===== src/rtl/icache_map.vh =====
// register map, field positions, reset values and fixed sizes of the instruction cache
`ifndef ICACHE_MAP_VH
`define ICACHE_MAP_VH

// register byte offsets on the spoke
`define REG_CACHE_CONTROL 4'h0
`define REG_HIT_MISS_COUNTERS 4'h4
`define REG_SINGLE_ERROR_LOG 4'h8
`define REG_UNCORR_ERROR_LOG 4'hC

// spoke address windows
`define HUB_FLASH_BIT 29
`define HUB_RAM_BIT 7

// cache_control fields
`define CTL_DISABLE_BIT 0
`define CTL_SLEEP_BIT 1
`define CTL_INVALIDATE_BIT 2
`define CTL_THR_LSB 8

// hit_miss_counters fields
`define HM_HIT_LSB 16
`define HM_MISS_LSB 0

// error log fields
`define LOG_VALID_BIT 29
`define LOG_IRQ_EN_BIT 30

// reset values
`define CTL_DISABLE_RST 1'b0
`define CTL_THR_RST 8'h10

// geometry: 16 lines of 8 bytes = 128 bytes
`define LINE_BYTES 8
`define CACHE_BYTES 128

`endif


===== src/rtl/cache_ram.v =====
// single-port cache line memory with bit write mask and registered read data
`timescale 1ns/10ps
`default_nettype none
module cache_ram #(
    parameter ADDR_W = 4,
    parameter DATA_W = 86
) (
    input wire clk_i,
    input wire we_i,
    input wire [ADDR_W-1:0] addr_i,
    input wire [DATA_W-1:0] wmask_i,
    input wire [DATA_W-1:0] wdata_i,
    output reg [DATA_W-1:0] rdata_o
);
    reg [DATA_W-1:0] mem [0:(1<<ADDR_W)-1];

    // masked write, read data from a register
    always @(posedge clk_i) begin
        if (we_i) begin
            mem[addr_i] <= (mem[addr_i] & ~wmask_i) | (wdata_i & wmask_i);
        end
        rdata_o <= mem[addr_i];
    end
endmodule // cache_ram
`default_nettype wire


===== src/rtl/icache_ctrl.v =====
// direct-mapped instruction cache controller between cpu fetch port, flash and hub spoke
`timescale 1ns/10ps
`default_nettype none
`include "icache_map.vh"
module icache_ctrl #(
    parameter FA_W = 29,
    parameter IDX_W = 4,
    parameter THR_W = 8,
    parameter CNT_W = 16
) (
    input wire clk_i,
    input wire rst_i,
    input wire wake_i,
    input wire fetch_req_i,
    input wire [FA_W-1:0] fetch_addr_i,
    output reg fetch_ack_o,
    output reg [31:0] fetch_data_o,
    output reg flash_req_o,
    output reg [FA_W-1:0] flash_addr_o,
    input wire flash_ack_i,
    input wire [63:0] flash_data_i,
    input wire single_error_log_i,
    input wire ecc_fail_i,
    output reg flash_sleep_o,
    input wire hub_req_i,
    input wire hub_wr_i,
    input wire [29:0] hub_addr_i,
    input wire [31:0] hub_wdata_i,
    output reg hub_ack_o,
    output reg [31:0] hub_rdata_o,
    output reg ecc_irq_o
);
    localparam LINES = 1 << IDX_W;
    localparam TAG_W = FA_W - IDX_W - 3;
    localparam ROW_W = TAG_W + 64;
    localparam [4:0] S_IDLE = 5'b00001;
    localparam [4:0] S_LOOK = 5'b00010;
    localparam [4:0] S_FILL = 5'b00100;
    localparam [4:0] S_HRAM = 5'b01000;
    localparam [4:0] S_HFL = 5'b10000;

    // one word of a two-word line
    function [31:0] pick_word;
        input [63:0] line;
        input sel;
        begin
            pick_word = sel ? line[63:32] : line[31:0];
        end
    endfunction

    // line index of a byte address
    function [IDX_W-1:0] line_of;
        input [FA_W-1:0] addr;
        begin
            line_of = addr[IDX_W+2:3];
        end
    endfunction

    // 8-byte aligned flash line address of a byte address
    function [FA_W-1:0] line_base;
        input [FA_W-1:0] addr;
        begin
            line_base = {addr[FA_W-1:3], 3'b000};
        end
    endfunction

    // fsm state and the request being served
    reg [4:0] state_q;
    reg [FA_W-1:0] addr_q;
    reg [29:0] hub_addr_q;

    // line valid bits, hit run counter and software-visible state
    reg [LINES-1:0] valid_q;
    reg disable_q;
    reg [THR_W-1:0] thr_q;
    reg [CNT_W-1:0] hit_cnt_q;
    reg [CNT_W-1:0] miss_cnt_q;
    reg [THR_W-1:0] seq_q;
    reg [FA_W-1:0] corr_addr_q;
    reg corr_valid_q;
    reg corr_irq_en_q;
    reg [FA_W-1:0] fail_addr_q;
    reg fail_valid_q;

    // cache RAM port, driven by the mux below
    reg ram_we;
    reg [IDX_W-1:0] ram_addr;
    reg [ROW_W-1:0] ram_wmask;
    reg [ROW_W-1:0] ram_wdata;
    wire [ROW_W-1:0] ram_rdata;

    // lookup fields of the captured fetch and request acceptance
    wire [IDX_W-1:0] idx_q = line_of(addr_q);
    wire [TAG_W-1:0] tag_q = addr_q[FA_W-1:IDX_W+3];
    wire idle_free = (state_q == S_IDLE) && !fetch_ack_o && !hub_ack_o;
    wire take_fetch = idle_free && fetch_req_i;
    wire take_hub = idle_free && !fetch_req_i && hub_req_i;

    // spoke window decode: flash, cache RAM, registers
    wire hub_fl = hub_addr_i[`HUB_FLASH_BIT];
    wire hub_ram = !hub_fl && hub_addr_i[`HUB_RAM_BIT] && (hub_addr_i[28:8] == 21'h000000);
    wire hub_reg = !hub_fl && (hub_addr_i[28:4] == 25'h0000000);
    wire reg_wr = take_hub && hub_wr_i && hub_reg;
    wire ctl_wr = reg_wr && (hub_addr_i[3:0] == `REG_CACHE_CONTROL);
    wire hm_wr = reg_wr && (hub_addr_i[3:0] == `REG_HIT_MISS_COUNTERS);
    wire corr_wr = reg_wr && (hub_addr_i[3:0] == `REG_SINGLE_ERROR_LOG);
    wire fail_wr = reg_wr && (hub_addr_i[3:0] == `REG_UNCORR_ERROR_LOG);

    // invalidate, lookup result and fill qualifiers
    wire inv_all = (ctl_wr && hub_wdata_i[`CTL_INVALIDATE_BIT]) || wake_i;
    wire hit = valid_q[idx_q] && (ram_rdata[ROW_W-1:64] == tag_q);
    wire fill_done = (state_q == S_FILL) && flash_ack_i;
    wire fill_ok = fill_done && !disable_q && !ecc_fail_i;
    wire hub_flash_rd = take_hub && hub_fl && !hub_wr_i; // ignored flash-window writes leave the flash asleep
    wire start_flash = (take_fetch && disable_q) || ((state_q == S_LOOK) && !hit) || hub_flash_rd;

    // cache RAM port: lookup read, fill write, spoke word access
    always @* begin
        ram_we = 1'b0;
        ram_addr = idx_q;
        ram_wmask = {ROW_W{1'b0}};
        ram_wdata = {ROW_W{1'b0}};
        if (take_fetch) begin
            ram_addr = line_of(fetch_addr_i);
        end else if (fill_ok) begin
            ram_we = 1'b1;
            ram_wmask = {ROW_W{1'b1}};
            ram_wdata = {tag_q, flash_data_i};
        end else if (take_hub && hub_ram) begin
            ram_addr = line_of(hub_addr_i[FA_W-1:0]);
            ram_we = hub_wr_i;
            ram_wmask = hub_addr_i[2] ? {{TAG_W{1'b0}}, 32'hFFFFFFFF, 32'h00000000}
                                      : {{TAG_W{1'b0}}, 32'h00000000, 32'hFFFFFFFF};
            ram_wdata = {{TAG_W{1'b0}}, hub_wdata_i, hub_wdata_i};
        end
    end

    cache_ram #(
        .ADDR_W(IDX_W),
        .DATA_W(ROW_W)
    ) u_ram (
        .clk_i(clk_i),
        .we_i(ram_we),
        .addr_i(ram_addr),
        .wmask_i(ram_wmask),
        .wdata_i(ram_wdata),
        .rdata_o(ram_rdata)
    );

    // control state machine
    always @(posedge clk_i) begin
        if (rst_i) begin
            state_q <= S_IDLE;
            addr_q <= {FA_W{1'b0}};
            hub_addr_q <= 30'h00000000;
            fetch_ack_o <= 1'b0;
            fetch_data_o <= 32'h00000000;
            flash_req_o <= 1'b0;
            flash_addr_o <= {FA_W{1'b0}};
            hub_ack_o <= 1'b0;
            hub_rdata_o <= 32'h00000000;
        end else begin
            fetch_ack_o <= 1'b0;
            hub_ack_o <= 1'b0;
            case (state_q)
                S_IDLE: begin
                    if (take_fetch) begin
                        addr_q <= fetch_addr_i;
                        if (disable_q) begin
                            flash_req_o <= 1'b1;
                            flash_addr_o <= line_base(fetch_addr_i);
                            state_q <= S_FILL;
                        end else begin
                            state_q <= S_LOOK;
                        end
                    end else if (take_hub) begin
                        hub_addr_q <= hub_addr_i;
                        if (hub_fl) begin
                            if (hub_wr_i) begin
                                hub_ack_o <= 1'b1;
                            end else begin
                                flash_req_o <= 1'b1;
                                flash_addr_o <= line_base(hub_addr_i[FA_W-1:0]);
                                state_q <= S_HFL;
                            end
                        end else if (hub_ram) begin
                            state_q <= S_HRAM;
                        end else begin
                            hub_ack_o <= 1'b1;
                            hub_rdata_o <= 32'h00000000;
                            if (hub_reg) begin
                                case (hub_addr_i[3:0])
                                    `REG_CACHE_CONTROL: begin
                                        hub_rdata_o[`CTL_DISABLE_BIT] <= disable_q;
                                        hub_rdata_o[`CTL_SLEEP_BIT] <= flash_sleep_o;
                                        hub_rdata_o[`CTL_THR_LSB+THR_W-1:`CTL_THR_LSB] <= thr_q;
                                    end
                                    `REG_HIT_MISS_COUNTERS: begin
                                        hub_rdata_o <= {hit_cnt_q, miss_cnt_q};
                                    end
                                    `REG_SINGLE_ERROR_LOG: begin
                                        hub_rdata_o[FA_W-1:0] <= corr_addr_q;
                                        hub_rdata_o[`LOG_VALID_BIT] <= corr_valid_q;
                                        hub_rdata_o[`LOG_IRQ_EN_BIT] <= corr_irq_en_q;
                                    end
                                    `REG_UNCORR_ERROR_LOG: begin
                                        hub_rdata_o[FA_W-1:0] <= fail_addr_q;
                                        hub_rdata_o[`LOG_VALID_BIT] <= fail_valid_q;
                                    end
                                    default: begin
                                        hub_rdata_o <= 32'h00000000;
                                    end
                                endcase
                            end
                        end
                    end
                end
                // tag row of the fetch now stands in the RAM output register
                S_LOOK: begin
                    if (hit) begin
                        fetch_ack_o <= 1'b1;
                        fetch_data_o <= pick_word(ram_rdata[63:0], addr_q[2]);
                        state_q <= S_IDLE;
                    end else begin
                        flash_req_o <= 1'b1;
                        flash_addr_o <= line_base(addr_q);
                        state_q <= S_FILL;
                    end
                end
                // wait for the single flash answer of this miss or disabled-cache fetch
                S_FILL: begin
                    if (flash_ack_i) begin
                        flash_req_o <= 1'b0;
                        fetch_ack_o <= 1'b1;
                        fetch_data_o <= pick_word(flash_data_i, addr_q[2]);
                        state_q <= S_IDLE;
                    end
                end
                S_HRAM: begin
                    hub_ack_o <= 1'b1;
                    hub_rdata_o <= pick_word(ram_rdata[63:0], hub_addr_q[2]);
                    state_q <= S_IDLE;
                end
                S_HFL: begin
                    if (flash_ack_i) begin
                        flash_req_o <= 1'b0;
                        hub_ack_o <= 1'b1;
                        hub_rdata_o <= pick_word(flash_data_i, hub_addr_q[2]);
                        state_q <= S_IDLE;
                    end
                end
                default: begin
                    state_q <= S_IDLE;
                end
            endcase
        end
    end

    // line valid bits: invalidate beats fill, failed fill drops the line
    always @(posedge clk_i) begin
        if (rst_i) begin
            valid_q <= {LINES{1'b0}};
        end else if (inv_all) begin
            valid_q <= {LINES{1'b0}};
        end else if (fill_done && !disable_q) begin
            valid_q[idx_q] <= !ecc_fail_i;
        end
    end

    // control register, unaffected by wake
    always @(posedge clk_i) begin
        if (rst_i) begin
            disable_q <= `CTL_DISABLE_RST;
            thr_q <= `CTL_THR_RST;
        end else if (ctl_wr) begin
            disable_q <= hub_wdata_i[`CTL_DISABLE_BIT];
            thr_q <= hub_wdata_i[`CTL_THR_LSB+THR_W-1:`CTL_THR_LSB];
        end
    end

    // hit and miss counters, spoke write loads them
    always @(posedge clk_i) begin
        if (rst_i) begin
            hit_cnt_q <= {CNT_W{1'b0}};
            miss_cnt_q <= {CNT_W{1'b0}};
        end else if (hm_wr) begin
            hit_cnt_q <= hub_wdata_i[`HM_HIT_LSB+CNT_W-1:`HM_HIT_LSB];
            miss_cnt_q <= hub_wdata_i[`HM_MISS_LSB+CNT_W-1:`HM_MISS_LSB];
        end else if (state_q == S_LOOK) begin
            if (hit) begin
                hit_cnt_q <= hit_cnt_q + 1'b1;
            end else begin
                miss_cnt_q <= miss_cnt_q + 1'b1;
            end
        end
    end

    // flash sleep after a run of sequential hits, woken by any flash access
    always @(posedge clk_i) begin
        if (rst_i) begin
            seq_q <= {THR_W{1'b0}};
            flash_sleep_o <= 1'b0;
        end else if (start_flash) begin
            seq_q <= {THR_W{1'b0}};
            flash_sleep_o <= 1'b0;
        end else begin
            if ((state_q == S_LOOK) && hit && (seq_q != {THR_W{1'b1}})) begin
                seq_q <= seq_q + 1'b1;
            end
            if ((state_q == S_IDLE) && (seq_q >= thr_q)) begin
                flash_sleep_o <= 1'b1;
            end
        end
    end

    // ecc logs: hardware set wins over software clear
    always @(posedge clk_i) begin
        if (rst_i) begin
            corr_addr_q <= {FA_W{1'b0}};
            corr_valid_q <= 1'b0;
            corr_irq_en_q <= 1'b0;
            fail_addr_q <= {FA_W{1'b0}};
            fail_valid_q <= 1'b0;
            ecc_irq_o <= 1'b0;
        end else begin
            ecc_irq_o <= fill_done && single_error_log_i && corr_irq_en_q;
            if (corr_wr) begin
                corr_irq_en_q <= hub_wdata_i[`LOG_IRQ_EN_BIT];
                if (hub_wdata_i[`LOG_VALID_BIT]) begin
                    corr_valid_q <= 1'b0;
                end
            end
            if (fail_wr && hub_wdata_i[`LOG_VALID_BIT]) begin
                fail_valid_q <= 1'b0;
            end
            if (fill_done && single_error_log_i) begin
                corr_addr_q <= addr_q;
                corr_valid_q <= 1'b1;
            end
            if (fill_done && ecc_fail_i) begin
                fail_addr_q <= addr_q;
                fail_valid_q <= 1'b1;
            end
        end
    end
endmodule // icache_ctrl
`default_nettype wire


===== config.mk =====
export PLATFORM = sky130hd
export DESIGN_NAME = icache_ctrl
export DESIGN_NICKNAME = d
export VERILOG_FILES = /design/src/rtl/cache_ram.v /design/src/rtl/icache_ctrl.v
export VERILOG_INCLUDE_DIRS = /design/src /design/src/rtl
export SDC_FILE = /design/constraint.sdc
export NUM_CORES = 2
export LEC_CHECK = 0
export ABC_CLOCK_PERIOD_IN_PS = 7500
export BUFFER_PORTS_ARGS = -buffer_cell sky130_fd_sc_hd__buf_2
export CORE_ASPECT_RATIO = 1.1
export CORE_MARGIN = 2
export CORE_UTILIZATION = 56
export DETAILED_ROUTE_END_ITERATION = 10
export PLACE_DENSITY = 0.76
export SLEW_MARGIN = 20
export SYNTH_ARGS = -nofsm -noshare
export SYNTH_HDL_FRONTEND = slang
export SYNTH_SLANG_ARGS = --single-unit

===== constraint.sdc =====
create_clock -name clk_i -period 7.5 [get_ports clk_i]
set_input_delay 1.125 -clock clk_i [delete_from_list [all_inputs] [get_ports clk_i]]
set_output_delay 1.125 -clock clk_i [all_outputs]
set_load 0.01 [all_outputs]

After elaboration in Yosys (flattened, before gate mapping)
Memories as Yosys holds them, arrays and structs flattened.
Cells that the tools add are included.
Word-level totals
  bits in registers: 347
  memory bits (writable): 1376
  bits of input ports: 164
  output and inout port bits: 98
  logic and storage cells: 213
  memories: 1
Memories
  u_ram.mem: depth 16, width 86, read ports 1, clocked after Yosys merged registers in 0, write ports 1, RTL line cache_ram.v:15  | reg [DATA_W-1:0] mem [0:(1<<ADDR_W)-1];
Operators by class
  add/sub/neg operators: 3
  magnitude comparators: 3
  equality and inequality tests: 26
  mux-type cells: 84
  bitwise operators: 5
  reductions and logical operators: 68
Operators by type and width (count)
  $mux W32: 12
  $mux W86: 4
  $mux W64: 3
  $mux W29: 6
  $and A86 B86 Y86: 2
  $mux W16: 6
  $pmux W32 S3: 1
  $not A86 Y86: 1
  $or A86 B86 Y86: 1
  $pmux W32 S2: 1
  $pmux W29 S2: 1
  $pmux W14 S3: 1
  $add A16 B1 Y16 const B: 2
  $logic_and A1 B1 Y1: 32
  $pmux W8 S4: 1
  $mux W5: 6
  $mux W1: 27
  $logic_not A25 Y1: 1
  $eq A22 B22 Y1: 1
  $logic_not A21 Y1: 1
  $ne A2 B2 Y1 const B: 9
  $pmux W6 S3: 1
  $bwmux W16: 1
  $pmux W5 S3: 1
  34 further kinds: 67

Longest topological paths before layout
  depth in word-level cells: 12
  mapped depth: 15
  gate-level depth less buffers: 11

By module
Synthesis repeated with hierarchy kept, for this count alone.
Second synthesis, totals
  cells, all modules: 4597
  area, all modules: 70457.6 sq um
Modules (own cells, without submodules)
  cache_ram: instances 1, cells each 2849, area an instance 56132.6 sq um, seq. area each 43041.3 sq um
  icache_ctrl: instances 1, cells each 1748, area an instance 14325.0 sq um, seq. area each 5124.9 sq um

Worst setup path after synthesis
OpenSTA, ideal clock, no wires.
  path type: input to register
  from: in hub_addr_i[23]
  to: mem u_ram.mem[11][0] (enable)
  arrival: 7.022 ns
  data required time: 6.969 ns
  setup slack: -0.053 ns
  stages on the path: 12
  buffers on the path: 5
  cell sequence: nor4_1 > nand4_1 > or4_4 > and3_4 > buf_6 > buf_6 > buf_6 > buf_2 > buf_4 > nor2_1 > nand2_1 > nor2_1
Between the ends
  cells in the longest elaborated chain, start to end: 8
  elaborated cells on any way between the ends: 11
RTL lines
  from (decl): RTL line icache_ctrl.v:27  | input wire [29:0] hub_addr_i,
  $logic_not A21 Y1 (*): RTL line icache_ctrl.v:101  | wire hub_ram = !hub_fl && hub_addr_i[`HUB_RAM_BIT] && (hub_addr_i[28:8] == 21'h000000);
  $logic_and A1 B1 Y1 (*): RTL line icache_ctrl.v:101
  $logic_and A1 B1 Y1 (*): RTL line icache_ctrl.v:129  | end else if (take_hub && hub_ram) begin
  $mux W1: RTL line icache_ctrl.v:129
  $mux W1: RTL line icache_ctrl.v:125  | end else if (fill_ok) begin
  $mux W1: RTL line icache_ctrl.v:123  | if (take_fetch) begin
  $mux W1: RTL line cache_ram.v:19  | if (we_i) begin
  $mux W1 (implied by the code): RTL line cache_ram.v:20  | mem[addr_i] <= (mem[addr_i] & ~wmask_i) | (wdata_i & wmask_i);
  to (decl): RTL line cache_ram.v:15
Every way passes the cells marked *; elsewhere a longest branch is shown, timed or not.

Worst setup path after layout
  from: in hub_addr_i[23]
  to: mem u_ram.mem[3][22] (enable)
Same word-level chain as after synthesis.

==> results_dict.tcl <==
set metrics [dict create \
    status "finished, final reports clean" \
    max_freq_ghz 0.193 \
    grt_usage 0.323 \
    synth_top_area_cell "edfxtp_1" \
    vias 50000 \
    worstSkewPairLatency_ns 0.81 \
    cts_resized 0 \
    slew_headroom 0.179 \
    clockBufferDepth 3 \
    cts_buffers 160 \
    dieHeight_um 378 \
    path_common_cell "buf_4" \
    drcViolationCount 0 \
    ir_drop_mv 0.274 \
    p_per_area_mw_per_mm2 318 \
    die_w_um 344 \
    drt_first_pass_iters 6 \
    layout-drive-gt1-share 0.134 \
    final_cells 7690 \
    async_flop_share 0 \
    syn_area_per_cell_um2 12.4 \
    ios 262 \
    overflow 0 \
    synth_enable_flop_cells 1376 \
    nFillCells 9188 \
    ys_seq_area_frac 0.675 \
    hold_buffers 0 \
    dp_hpwl_um 122000 \
    post-route-period-util 0.693 \
    max_stage_delay_ns 0.93 \
    cts.sink_count 1718 \
    initial_core_util 0.563 \
    drt_first_iter_violations 6736 \
    cp-start-kind "input pin" \
    num_rows 137 \
    crit_path_top_delay_cell "nand2b_1" \
    htreeDepth 4 \
    rsz0062_at_grt "false" \
    hold_viol 0 \
    crit_type "in2reg" \
    place_inst 7380 \
    cp_num_buf_inv 4 \
    synth_warnings 0 \
    place_ws_ns 1.70 \
    yosys.area.top_type_share 0.579 \
    clk_pin_slew_ns 0.06 \
    fin_crit_ns 5.19 \
    hold_path_class "reg2reg" \
    maxCapViolCount 0 \
    antenna_found_initial 28 \
    power_leakage_uw 0.0280 \
    crit_path_end_kind "register" \
    dieArea_mm2 0.130 \
    crit_required_ns 7.88 \
    tightest_slew_ns 1.22 \
    arrival_ns 5.58 \
    hold_ws_ns 0.448 \
    post-cts-setup-buffer-count 0 \
    yosysMostFrequentCell "edfxtp_1" \
    worst_slack_ns 2.31 \
    postSynthCellCount 5737 \
    gp_congestion 0.918 \
    synth_top_cells_by_count "1376 x edfxtp_1, 1315 x nand2_1, 560 x nand3_1, 365 x mux2i_1, 342 x dfxtp_1" \
    wl_per_cell_um 27.7 \
    final_nets 6049 \
    synth-seq-cells 1718 \
    synth-main-ff-cell "edfxtp_1" \
    cp_top_family "simple AND/OR/NAND/NOR gates" \
    coreArea_mm2 0.127 \
    grt_pass1_wl_um 308000 \
    synth_area_leaders "edfxtp_1 58%, dfxtp_1 9.6%, nand2_1 6.9%" \
    ys_types 65 \
    final_util 0.630 \
    cts_root_buf "clkbuf_16" \
    placement.io_buffers 258 \
    routed_via_density 6.50 \
    cp_cell_sequence "buf_2, nor4_1, nand4_1, or4_1, o211ai_1, buf_4, nand2b_1, buf_4, nor2_4, buf_4" \
    netlist_area_mm2 0.0713 \
    fin_worst_skew_ns 0.0213 \
    worstPathMaxFanout 51 \
    cts_tree "done" \
    setup_viol 0 \
    first_global_vias 47400 \
    syn_to_final_growth_pct 11.9 \
    drv_slew 0 \
    drtAntennaViolNets 0 \
    grt_start_max_net_pins 216 \
    wl_um 213000 \
]
cell usage in the layout (no fill, tap or decap), types with 23 or more instances in the layout:
master	n
mux4_2	70
nand3_1	556
a211oi_1	80
o211ai_1	68
o21a_1	65
mux2i_1	365
and3_1	23
clkinv_2	24
nand2_1	1315
a221o_1	91
mux2_2	67
o21ai_0	60
xnor2_1	27
edfxtp_1	1376
clkbuf_1	45
a311oi_1	33
dfxtp_1	340
o22ai_1	52
clkbuf_16	163
a22oi_1	42
a21oi_1	274
nor2_1	207
buf_4	98
buf_2	257
cell families after synthesis:
kind of cell,Yosys count,share of synthesized area
XOR/XNOR,39,0.00479
adder cells (fa/ha/maj),11,0.00193
AO/OA/AOI/OAI,821,0.0778
flip-flops,1718,0.675
buffers and inverters,428,0.0252
AND/OR/NAND/NOR,2217,0.131
multiplexers,502,0.0839
other,1,0.0000526
report_power, final:
group	total [uW]	switching [uW]	leakage [uW]	internal [uW]
registers	12000	268	0.0152	11800
clock network	8190	3530	0.00258	4660
logic	5190	3620	0.0102	1570
total	25400	7420	0.0280	18000
registers in the layout, summed over array words and instances, names as in the netlist, 5 cells and up:
register       count
valid_q           16
u_ram.mem       1376
seq_q              8
thr_q              8
hub_rdata_o       32
flash_addr_o      26
addr_q            29
state_q            5
hit_cnt_q         16
miss_cnt_q        16
u_ram.rdata_o     86
fetch_data_o      32
corr_addr_q       29
fail_addr_q       29
path summary, 6_finish.rpt:
kind	cells past startpoint	slack (ns)	startpoint	endpoint
setup / recovery	10	2.31	hub_addr_i[23]	u_ram.mem[3][22]$_DFFE_PP_
hold reg to reg	2	0.45	fetch_data_o[26]$_SDFFE_PP0P_	fetch_data_o[26]$_SDFFE_PP0P_
hold / removal	2	0.45	fetch_data_o[26]$_SDFFE_PP0P_	fetch_data_o[26]$_SDFFE_PP0P_
setup reg to reg	9	2.36	fetch_ack_o$_SDFF_PP0_	u_ram.mem[3][22]$_DFFE_PP_
metal layers:
| metal | vias up | GRT usage | share of wire |
|---|---|---|---|
| li1 | 21500 | - | - |
| met1 | 24400 | 0.406 | 0.35 |
| met2 | 3430 | 0.503 | 0.46 |
| met3 | 728 | 0.0910 | 0.13 |
| met4 | 22 | 0.186 | 0.060 |
| met5 | - | 0 | 0.00065 |
metrics by stage:
step           total power [uW]  instance area (um2)  setup TNS, ns
2_1_floorplan             15600                71400         -51.16
3_3_place_gp              17100                74500              0
3_5_place_dp              17300                74500              0
4_1_cts                   25300                79800              0
5_1_grt                   26200                79800              0
6_report                  25400                79800              0
area by class of cell:
cell class,instances,area [um2],share of cell area
sequential,1718,48200,0.604
multi-input combinational,3593,21700,0.272
clock buffer,223,4450,0.0558
timing repair buffer,378,2480,0.0310
tap,1668,2090,0.0261
clock inverter,74,813,0.0102
inverter,23,86.3,0.00108
antenna,13,32.5,0.000408
worst reg2reg max path, delay by kind of cell (launching register included):
family	cells	cell delay [ns]
buffers and inverters	3	1.48
flip-flops	1	0.40
AO/OA/AOI/OAI	1	0.25
AND/OR/NAND/NOR	5	2.51
Note: power is estimated with default switching activity, not from simulation.
